**src/core/spmsp_pkg.sv**
```systemverilog
// Constants and types shared by the serial port master/slave block.
// Contract
// - With master enabled, writing the data register starts a transfer immediately.
// - Master sets transfer done flag when the last bit completes.
// - Master shifts frame length plus one bits; field resets to 111.
// - Master samples MISO while shifting MOSI; received byte replaces data.
// - Enabled with master clear acts as slave once select goes low.
// - Slave sets transfer done flag when slave select rises.
// - Slave select rising copies shift register to receive buffer unless overrun.
// - Slave data writes load shift register; otherwise old contents resend.
// - Data write during transfer is ignored and sets write collision flag.
// - Data reads return receive buffer; writes go straight to shift register.
// - Completion with unread buffer sets overrun and discards new byte.
// - Select low while master enabled sets mode fault, clears both enables.
// - Slave selected status reads 1 while select input is low.
// - Transmit busy reads 1 during a master transfer, cleared at end.
// - Clock phase 0 samples first edge; 1 samples second edge.
// - Clock polarity sets the idle level of the serial clock.
// - Read-only bit counter reports the bit just transmitted.
// - Master clock is system clock divided by twice the sum of divider and one.
// - Done, collision, fault and overrun flags raise interrupt; software clears.
// - Port enable turns the port on; resets to zero.
// - Both data lines shift most significant bit first.
// - MISO is high impedance when not selected as slave.
package spmsp_pkg;
  localparam logic [7:0] SPMSP_ADDR_CFG = 8'h9a;
  localparam logic [7:0] SPMSP_ADDR_DAT = 8'h9b;
  localparam logic [7:0] SPMSP_ADDR_CKR = 8'h9d;
  localparam logic [7:0] SPMSP_ADDR_CN = 8'hf8;
  localparam logic [7:0] SPMSP_CFG_RST = 8'h07;
  localparam logic [7:0] SPMSP_CKR_RST = 8'h00;
  localparam logic [7:0] SPMSP_CN_RST = 8'h00;
  localparam logic [7:0] SPMSP_DAT_RST = 8'h00;
  localparam int SPMSP_CN_DONE = 7;
  localparam int SPMSP_CN_WRITE_COLLISION_FLAG = 6;
  localparam int SPMSP_CN_MODE_FAULT_FLAG = 5;
  localparam int SPMSP_CN_OVR = 4;
  localparam int SPMSP_CN_BUSY = 3;
  localparam int SPMSP_CN_SEL = 2;
  localparam int SPMSP_CN_MST = 1;
  localparam int SPMSP_CN_EN = 0;
  localparam int SPMSP_CFG_PHA = 7;
  localparam int SPMSP_CFG_POL = 6;
  localparam int SPMSP_SYNC_STAGES = 3;
  typedef enum logic [1:0] {
    SPMSP_IDLE = 2'b00,
    SPMSP_LEAD = 2'b01,
    SPMSP_TRAIL = 2'b11
  } spmsp_state_type;
endpackage : spmsp_pkg

```
**src/core/spmsp_port.sv**
```systemverilog
// Serial port master/slave core with its register file.
`timescale 1ns/1ps
`default_nettype none
module spmsp_port (
  input wire logic mclk,
  input wire logic reset,
  input wire logic [7:0] reg_addr,
  input wire logic reg_wr,
  input wire logic reg_rd,
  input wire logic [7:0] reg_wdata,
  output logic [7:0] reg_rdata,
  input wire logic slave_select_input_n,
  input wire logic sck_in,
  output logic sck_out,
  output logic sck_oe_n,
  input wire logic mosi_in,
  output logic mosi_out,
  output logic mosi_oe_n,
  input wire logic miso_in,
  output logic miso_out,
  output logic miso_oe_n,
  output logic irq
);
  import spmsp_pkg::*;
  typedef struct packed {
    spmsp_state_type st;
    logic [7:0] cfg;
    logic [7:0] ckr;
    logic [7:0] cn;
    logic [7:0] shift;
    logic [7:0] rxbuf;
    logic unread;
    logic [7:0] div;
    logic [2:0] cnt;
    logic sck;
    logic sck_old;
    logic nss_old;
    logic sampled;
    logic [7:0] rdata;
    logic mosi;
    logic miso;
    logic miso_oe_n;
    logic mosi_oe_n;
    logic sck_oe_n;
    logic irq;
  } spmsp_port_type;
  spmsp_port_type s_r;
  spmsp_port_type s_nxt;
  logic nss_n;
  logic sck_s;
  logic mosi_s;
  logic miso_s;
  spmsp_sync #(.RST_VAL(1'b1)) u_nss (.mclk(mclk), .reset(reset),
    .din(slave_select_input_n), .dout(nss_n));
  spmsp_sync #(.RST_VAL(1'b0)) u_sck (.mclk(mclk), .reset(reset),
    .din(sck_in), .dout(sck_s));
  spmsp_sync #(.RST_VAL(1'b0)) u_mosi (.mclk(mclk), .reset(reset),
    .din(mosi_in), .dout(mosi_s));
  spmsp_sync #(.RST_VAL(1'b0)) u_miso (.mclk(mclk), .reset(reset),
    .din(miso_in), .dout(miso_s));
  always_comb begin
    logic en;
    logic mst;
    logic pha;
    logic pol;
    logic slv;
    logic lead_edge;
    logic trail_edge;
    logic done;
    logic last;
    logic [7:0] newbyte;
    logic sck_lvl;
    en = s_r.cn[SPMSP_CN_EN];
    mst = s_r.cn[SPMSP_CN_MST];
    pha = s_r.cfg[SPMSP_CFG_PHA];
    pol = s_r.cfg[SPMSP_CFG_POL];
    slv = en && !mst && !nss_n;
    lead_edge = 1'b0;
    trail_edge = 1'b0;
    done = 1'b0;
    last = 1'b0;
    newbyte = s_r.shift;
    sck_lvl = sck_s ^ pol;
    s_nxt = s_r;
    s_nxt.nss_old = nss_n;
    s_nxt.sck_old = sck_lvl;
    s_nxt.cn[SPMSP_CN_SEL] = !nss_n;
    if (reg_rd && reg_addr == SPMSP_ADDR_DAT) begin
      s_nxt.unread = 1'b0;
    end
    unique case (s_r.st)
      SPMSP_IDLE: begin
        s_nxt.sck = pol;
        s_nxt.div = 8'h00;
      end
      SPMSP_LEAD, SPMSP_TRAIL: begin
        if (s_r.div == s_r.ckr) begin
          s_nxt.div = 8'h00;
          s_nxt.sck = !s_r.sck;
          if (s_r.st == SPMSP_LEAD) begin
            lead_edge = 1'b1;
            s_nxt.st = SPMSP_TRAIL;
          end else begin
            trail_edge = 1'b1;
            s_nxt.st = SPMSP_LEAD;
          end
        end else begin
          s_nxt.div = s_r.div + 8'h01;
        end
      end
      default: begin
        s_nxt.st = SPMSP_IDLE;
      end
    endcase
    // Master: first half clock idles the line so phase 0 data can settle.
    // sample edge
    if ((lead_edge && !pha) || (trail_edge && pha)) begin
      s_nxt.shift = {s_r.shift[6:0], miso_s};
      s_nxt.sampled = 1'b1;
    end
    // The sampled mark stays set for the rest of the frame, so phase 1
    // drives each new bit on the leading edge after the first capture.
    if ((trail_edge && !pha) || (lead_edge && pha && s_r.sampled)) begin
      s_nxt.mosi = s_nxt.shift[7];
    end
    if (trail_edge) begin
      s_nxt.cfg[5:3] = s_r.cnt;
      if (s_r.cnt == s_r.cfg[2:0]) begin
        last = 1'b1;
      end else begin
        s_nxt.cnt = s_r.cnt + 3'd1;
      end
    end
    if (last) begin
      s_nxt.st = SPMSP_IDLE;
      s_nxt.sck = pol;
      done = 1'b1;
      newbyte = s_nxt.shift;
      s_nxt.cn[SPMSP_CN_BUSY] = 1'b0;
    end
    // Slave: shift on synchronised clock edges of the external master.
    if (slv && s_r.st == SPMSP_IDLE && sck_lvl != s_r.sck_old) begin
      if (sck_lvl ^ pha) begin
        s_nxt.shift = {s_r.shift[6:0], mosi_s};
        s_nxt.cfg[5:3] = s_r.cnt;
        s_nxt.cnt = s_r.cnt + 3'd1;
      end else begin
        s_nxt.mosi = 1'b0;
        s_nxt.miso = s_r.shift[7];
      end
    end
    if (slv && nss_n != s_r.nss_old) begin
      s_nxt.miso = s_r.shift[7];
      s_nxt.cnt = 3'd0;
    end
    if (en && !mst && nss_n && !s_r.nss_old) begin
      done = 1'b1;
      newbyte = s_r.shift;
      s_nxt.cnt = 3'd0;
    end
    if (done) begin
      if (s_r.unread) begin
        s_nxt.cn[SPMSP_CN_OVR] = 1'b1;
      end else begin
        s_nxt.rxbuf = newbyte;
        s_nxt.unread = 1'b1;
      end
      s_nxt.cn[SPMSP_CN_DONE] = 1'b1;
    end
    // Register writes; hardware flag sets in the same cycle take priority over clears.
    if (reg_wr) begin
      unique case (reg_addr)
        SPMSP_ADDR_CFG: begin
          s_nxt.cfg = {reg_wdata[7:6], s_nxt.cfg[5:3], reg_wdata[2:0]};
        end
        SPMSP_ADDR_CKR: begin
          s_nxt.ckr = reg_wdata;
        end
        SPMSP_ADDR_CN: begin
          s_nxt.cn = {reg_wdata[7:4] | (s_nxt.cn[7:4] & {done, 1'b0,
            1'b0, done && s_r.unread}), s_nxt.cn[3:2], reg_wdata[1:0]};
        end
        SPMSP_ADDR_DAT: begin
          if (s_r.st != SPMSP_IDLE || slv && s_r.cnt != 3'd0) begin
            s_nxt.cn[SPMSP_CN_WRITE_COLLISION_FLAG] = 1'b1;
          end else if (en && mst) begin
            s_nxt.shift = reg_wdata;
            s_nxt.mosi = reg_wdata[7];
            s_nxt.st = SPMSP_LEAD;
            s_nxt.cnt = 3'd0;
            s_nxt.sampled = 1'b0;
            s_nxt.cn[SPMSP_CN_BUSY] = 1'b1;
          end else begin
            s_nxt.shift = reg_wdata;
            s_nxt.miso = reg_wdata[7];
          end
        end
        default: begin
        end
      endcase
    end
    if (mst && !nss_n) begin
      s_nxt.cn[SPMSP_CN_MODE_FAULT_FLAG] = 1'b1;
      s_nxt.cn[SPMSP_CN_MST] = 1'b0;
      s_nxt.cn[SPMSP_CN_EN] = 1'b0;
      s_nxt.cn[SPMSP_CN_BUSY] = 1'b0;
      s_nxt.st = SPMSP_IDLE;
      s_nxt.sck = pol;
    end
    if (!s_nxt.cn[SPMSP_CN_EN]) begin
      s_nxt.st = SPMSP_IDLE;
      s_nxt.cn[SPMSP_CN_BUSY] = 1'b0;
    end
    if (s_nxt.st == SPMSP_IDLE) begin
      s_nxt.sck = s_nxt.cfg[SPMSP_CFG_POL];
    end
    s_nxt.sck_oe_n = !(s_nxt.cn[SPMSP_CN_EN] && s_nxt.cn[SPMSP_CN_MST]);
    s_nxt.mosi_oe_n = s_nxt.sck_oe_n;
    s_nxt.miso_oe_n = !(s_nxt.cn[SPMSP_CN_EN] && !s_nxt.cn[SPMSP_CN_MST]
      && !nss_n);
    s_nxt.irq = |s_nxt.cn[7:4];
    unique case (reg_addr)
      SPMSP_ADDR_CFG: s_nxt.rdata = s_r.cfg;
      SPMSP_ADDR_CKR: s_nxt.rdata = s_r.ckr;
      SPMSP_ADDR_CN: s_nxt.rdata = s_r.cn;
      SPMSP_ADDR_DAT: s_nxt.rdata = s_r.rxbuf;
      default: s_nxt.rdata = 8'h00;
    endcase
  end
  always_ff @(posedge mclk) begin
    if (reset) begin
      s_r <= '0;
      s_r.st <= SPMSP_IDLE;
      s_r.cfg <= SPMSP_CFG_RST;
      s_r.ckr <= SPMSP_CKR_RST;
      s_r.cn <= SPMSP_CN_RST;
      s_r.shift <= SPMSP_DAT_RST;
      s_r.rxbuf <= SPMSP_DAT_RST;
      s_r.nss_old <= 1'b1;
      s_r.sck_oe_n <= 1'b1;
      s_r.mosi_oe_n <= 1'b1;
      s_r.miso_oe_n <= 1'b1;
    end else begin
      s_r <= s_nxt;
    end
  end
  assign reg_rdata = s_r.rdata;
  assign sck_out = s_r.sck;
  assign sck_oe_n = s_r.sck_oe_n;
  assign mosi_out = s_r.mosi;
  assign mosi_oe_n = s_r.mosi_oe_n;
  assign miso_out = s_r.miso;
  assign miso_oe_n = s_r.miso_oe_n;
  assign irq = s_r.irq;
endmodule : spmsp_port
`default_nettype wire

```
**src/core/spmsp_sync.sv**
```systemverilog
// Three-stage input synchroniser with agreement on the last two stages.
`timescale 1ns/1ps
`default_nettype none
module spmsp_sync #(
  parameter logic RST_VAL = 1'b0
) (
  input wire logic mclk,
  input wire logic reset,
  input wire logic din,
  output logic dout
);
  import spmsp_pkg::*;
  typedef struct packed {
    logic [SPMSP_SYNC_STAGES-1:0] stg;
    logic out;
  } spmsp_sync_type;
  spmsp_sync_type s_r;
  spmsp_sync_type s_nxt;
  always_comb begin
    s_nxt = s_r;
    s_nxt.stg = {s_r.stg[SPMSP_SYNC_STAGES-2:0], din};
    // A change is accepted only when the second and third stages agree.
    if (s_r.stg[1] == s_r.stg[2]) begin
      s_nxt.out = s_r.stg[2];
    end
  end
  always_ff @(posedge mclk) begin
    if (reset) begin
      s_r <= {{SPMSP_SYNC_STAGES{RST_VAL}}, RST_VAL};
    end else begin
      s_r <= s_nxt;
    end
  end
  assign dout = s_r.out;
endmodule : spmsp_sync
`default_nettype wire

```
**config.mk**
```make
export PLATFORM = sky130hd
export DESIGN_NAME = spmsp_port
export DESIGN_NICKNAME = d
export VERILOG_FILES = /design/src/core/spmsp_pkg.sv /design/src/core/spmsp_port.sv /design/src/core/spmsp_sync.sv
export SDC_FILE = /design/constraint.sdc
export NUM_CORES = 1
export LEC_CHECK = 0
export BUFFER_PORTS_ARGS = -buffer_cell sky130_fd_sc_hd__buf_2
export CORE_ASPECT_RATIO = 1.1
export CORE_UTILIZATION = 53
export CTS_CLUSTER_DIAMETER = 80
export DETAILED_ROUTE_END_ITERATION = 7
export PLACE_DENSITY = 0.87
export SLEW_MARGIN = 20
export SYNTH_ARGS = -nofsm -noshare
export SYNTH_HDL_FRONTEND = slang
export SYNTH_SLANG_ARGS = --single-unit
export TNS_END_PERCENT = 50
```
**constraint.sdc**
```tcl
create_clock -name mclk -period 1.9 [get_ports mclk]
set_clock_uncertainty 0.2 [all_clocks]
set_input_delay 0 -clock mclk [delete_from_list [all_inputs] [get_ports mclk]]
set_output_delay 0 -clock mclk [all_outputs]
set_load 0.03 [all_outputs]
```
==> results.tsv <==
stage	metric	value	unit
routing	vias	4377	
critical_path	Crit Path Class	reg -> reg	
critical_path	Data arrival, critical path	2120	ps
global_route	global-route wire length before repair	20.4	mm
routing	drt wl/cell	20.4	um
power	highest ir drop seen on vdd	0.406	mV
timing	total count of max-transition violations in the final report	0	
power	standby leakage power	2.12	nW
final_layout	Cell Count, Final, Fillers Out	688	
logic_synthesis	sequential-to-total area share from yosys stat	42.2	%
critical_path	Startpoint Class	flop	
power	power density over the cells	596	nW/um^2
critical_path	worst-path fanout max	8	
timing	Highest Clock Rate	0.488	GHz
timing	time the worst path needs with I/O delays and setup	2050	ps
routing	wire length on met3	1.32	mm
global_route	total overflow reported by the global router	0	
routing	detailed-route vias per instance	6.36	
power	total power consumption of the routed design	3.38	mW
routing	DR iter-0 viols	534	
floorplanning	vertical extent of the die	94.6	um
final_layout	net total in the final layout	605	
routing	highest layer used for signal routing	met4	
routing	met2 WL post-DR	6.81	mm
logic_synthesis	Ys Warns	0	
logic_synthesis	mean instance size in the synthesized netlist	8.94	um^2
final_layout	post-layout utilization of the core	75.4	%
timing	part of the cycle the worst path needs	108	%
critical_path	category of the worst setup path capture point	flop	
placement	DP Wirelength	8.49	mm
final_layout	synth-to-layout area growth	37.2	%
final_layout	antenna fix cells	0	
routing	Pre-antenna DRT Iters	6	
timing	RSZ-0062 raised after global routing	yes	
routing	post-detailed-route DRC marker count	0	
global_route	GRT Overall Usage	33.1	%
final_layout	Finished Cell Area	5670	um^2
floorplanning	die width	86.2	um
logic_synthesis	count of distinct cell types in the synthesized netlist	68	
outcome	violations in the final reports	hold timing, setup timing	
floorplanning	boundary pin count	39	
placement	global placement routability congestion	0.925	
clocking	clock tree root driver cell	sky130_fd_sc_hd__clkbuf_8	
timing	Setup violations, final	17	
routing	wire length on met1	5.01	mm
timing	Worst Hold Margin	-19.8	ps
routing	number of nets with antenna violations after detailed routing	0	
placement	Port-buffer cells	38	
floorplanning	FP Rows	33	
clocking	Inserted Clock Buffers	9	
global_route	number of antenna violations at the first check in global routing	0	
floorplanning	die outline area	8150	um^2
timing	count of final hold-check violations	1	
clocking	clock tree from TritonCTS	built	
min_path	capture endpoint of the worst hold path	s_r[63]$_SDFFE_PP1P_	
min_path	worst hold path startpoint	reg_addr[0]	
global_route	maximum number of pins on one net before global-route repair	31	
clocking	CTS max path bufs	2	
logic_synthesis	gate count of the mapped netlist	462	
floorplanning	total core area	7510	um^2
timing	slew of the pin with the lowest slew margin	851	ps
critical_path	worst r2r path cells	7	
logic_synthesis	number of flip-flops and latches in the synthesized netlist	87	
placement	total cell area at the placement stage	4760	um^2
clocking	clock-pin slew of the registers on the worst-case setup and hold paths	100	ps
critical_path	register-to-register setup slack	-150	ps
logic_synthesis	area of the mapped netlist	4130	um^2
outcome	status	finished with violations	
routing	Total Routed Length	14.1	mm
placement	DP Cell Count	635	
floorplanning	Initial Utilization	55.0	%
critical_path	endpoint required time on the critical path	1970	ps
logic_synthesis	share of async-settable or async-resettable flops after synthesis	0	%
critical_path	start of the worst register-to-register path	s_r[69]$_SDFFE_PP0P_	
min_path	worst hold path cell count	4	
clocking	CTS H-tree lvls	3	
min_path	class of the tightest hold or removal check	in -> reg	
global_route	via count of the first global-routing pass	4189	
job	number of max-cap violations	0	
clocking	clk sink count	87	
logic_synthesis	number of flops mapped to enable cells by yosys	0	
clocking	clock latency on the worst-skew pair	370	ps
final_layout	share of final-layout standard cells stronger than drive strength 1	35.8	%
critical_path	endpoint of the worst-slack reg-to-reg timing path	s_r[40]$_SDFF_PP0_	
timing	Worst Setup Slack, final	-150	ps
logic_synthesis	predominant post-synthesis flop cell	sky130_fd_sc_hd__dfxtp_1	
logic_synthesis	Post-Syn Nets	489	
timing	worst slew slack as a fraction of its limit	42.9	%
## layout make-up
class / count / area, um^2
multi-input cells: 313 / 2350
fillers: 479 / 1850
flip-flops and latches: 87 / 1770
repair buffers: 142 / 1120
well taps: 105 / 131
clock buffers: 10 / 128
inverters: 25 / 93.8
clock inverters: 6 / 73.8
## cell families after synthesis
family                     synth area share, %
and+or+nand+nor                           23.4
DFF                                       42.2
xor gates and xnor gates                  2.97
adders and majority gates                0.909
muxes                                     2.70
AOI/OAI and AO/OA                         20.2
buffers and inverters                     7.69
## Yosys cell counts, types with 5 or more instances
cell / number / area share [%]
sky130_fd_sc_hd__dfxtp_1: 87 / 42
sky130_fd_sc_hd__nand2_1: 35 / 3.2
sky130_fd_sc_hd__a21oi_1: 33 / 4.0
sky130_fd_sc_hd__nand3_1: 33 / 4.0
sky130_fd_sc_hd__nor2_1: 26 / 2.4
sky130_fd_sc_hd__inv_1: 25 / 2.3
sky130_fd_sc_hd__o21ai_0: 16 / 1.9
sky130_fd_sc_hd__xnor2_1: 14 / 3.0
sky130_fd_sc_hd__a311oi_1: 13 / 2.8
sky130_fd_sc_hd__clkbuf_1: 12 / 1.1
sky130_fd_sc_hd__buf_4: 10 / 1.8
sky130_fd_sc_hd__mux2i_1: 10 / 2.4
sky130_fd_sc_hd__nand2b_1: 10 / 1.5
sky130_fd_sc_hd__nor2b_1: 10 / 1.5
sky130_fd_sc_hd__o221ai_1: 9 / 1.9
sky130_fd_sc_hd__buf_2: 8 / 0.97
sky130_fd_sc_hd__nand3b_1: 6 / 1.1
sky130_fd_sc_hd__nor3_1: 6 / 0.73
sky130_fd_sc_hd__a221oi_1: 5 / 1.1
sky130_fd_sc_hd__and3_1: 5 / 0.76
sky130_fd_sc_hd__buf_6: 5 / 1.4
sky130_fd_sc_hd__nand4_1: 5 / 0.76
sky130_fd_sc_hd__or2_2: 5 / 0.76
## metal layers
layer,GRT usage (%),vias to the layer above
met5,0,-
met4,23.1,0
met3,8.65,97
met2,55.0,311
met1,36.9,2065
li1,-,1904
## through the flow
step / setup WS [ps] / setup TNS (ps)
3_3_place_gp: -9.10 / -9.10
3_5_place_dp: -100 / -711
2_1_floorplan: 7.59 / 0
5_1_grt: -308 / -2950
4_1_cts: -11.7 / -23.8
6_report: -150 / -973
## placed cells by master, fill, tap and decap left out, drive strengths merged, types with 5 or more instances in the layout
cell         instances
a221oi               5
and3                 6
nor2b               10
nand3b               6
a311oi              13
nand4                7
dfxtp               87
a21oi               34
xnor2               14
dlygate4sd3         27
o221ai               9
inv                 29
nor2                26
and4                 5
nand2               35
nor3                 7
or2                  5
clkbuf              10
mux2i               10
nand3               34
nand2b              10
buf                115
o21ai               18
## worst max-delay path, cell delays in order, from the launching register on
cell and delay [ps]:
sky130_fd_sc_hd__dfxtp_2 370, sky130_fd_sc_hd__xnor2_1 320, sky130_fd_sc_hd__nand2_1 140, sky130_fd_sc_hd__buf_4 160
sky130_fd_sc_hd__nor3_4 170, sky130_fd_sc_hd__buf_6 150, sky130_fd_sc_hd__o21ai_0 90, sky130_fd_sc_hd__a311oi_1 330
## power breakdown
part / total (mW) / internal, mW / switching, mW
Clock: 1.37 / 0.630 / 0.740
Sequential: 1.84 / 1.83 / 0.00499
Combinational: 0.169 / 0.0756 / 0.0935
## worst max path at each step
stage	from	to	cells after the start
2_1_floorplan	s_r[26]$_SDFFE_PP0N_	sck_out$_SDFFE_PP0P_	7
3_3_place_gp	s_r[57]$_SDFFE_PP0P_	s_r[38]$_SDFF_PP0_	5
3_5_place_dp	s_r[28]$_SDFFE_PP0N_	s_r[38]$_SDFF_PP0_	5
4_1_cts	s_r[24]$_SDFFE_PP0N_	s_r[30]$_SDFFE_PP0P_	6
5_1_grt	s_r[69]$_SDFFE_PP0P_	s_r[44]$_SDFF_PP0_	7
6_report	s_r[69]$_SDFFE_PP0P_	s_r[40]$_SDFF_PP0_	7
## flip-flops by register name (all words and copies together) (netlist names), 2 cells and up
name,cells
u_nss.s_nxt,2
u_mosi.s_nxt,2
u_miso.s_nxt,2
u_sck.s_nxt,2
reg_rdata,8
s_r,57
## timing repair
action | in CTS | in global routing
setup endpoints to repair | 21 | 33
endpoints found under the hold margin | 49 | 0
setup buffers | 3 | 6
cloned | 0 | 1
resized for setup | 25 | 56
hold buffers | 27 | 0
pin swaps | 9 | 21
(Power assumes the default switching activity.)
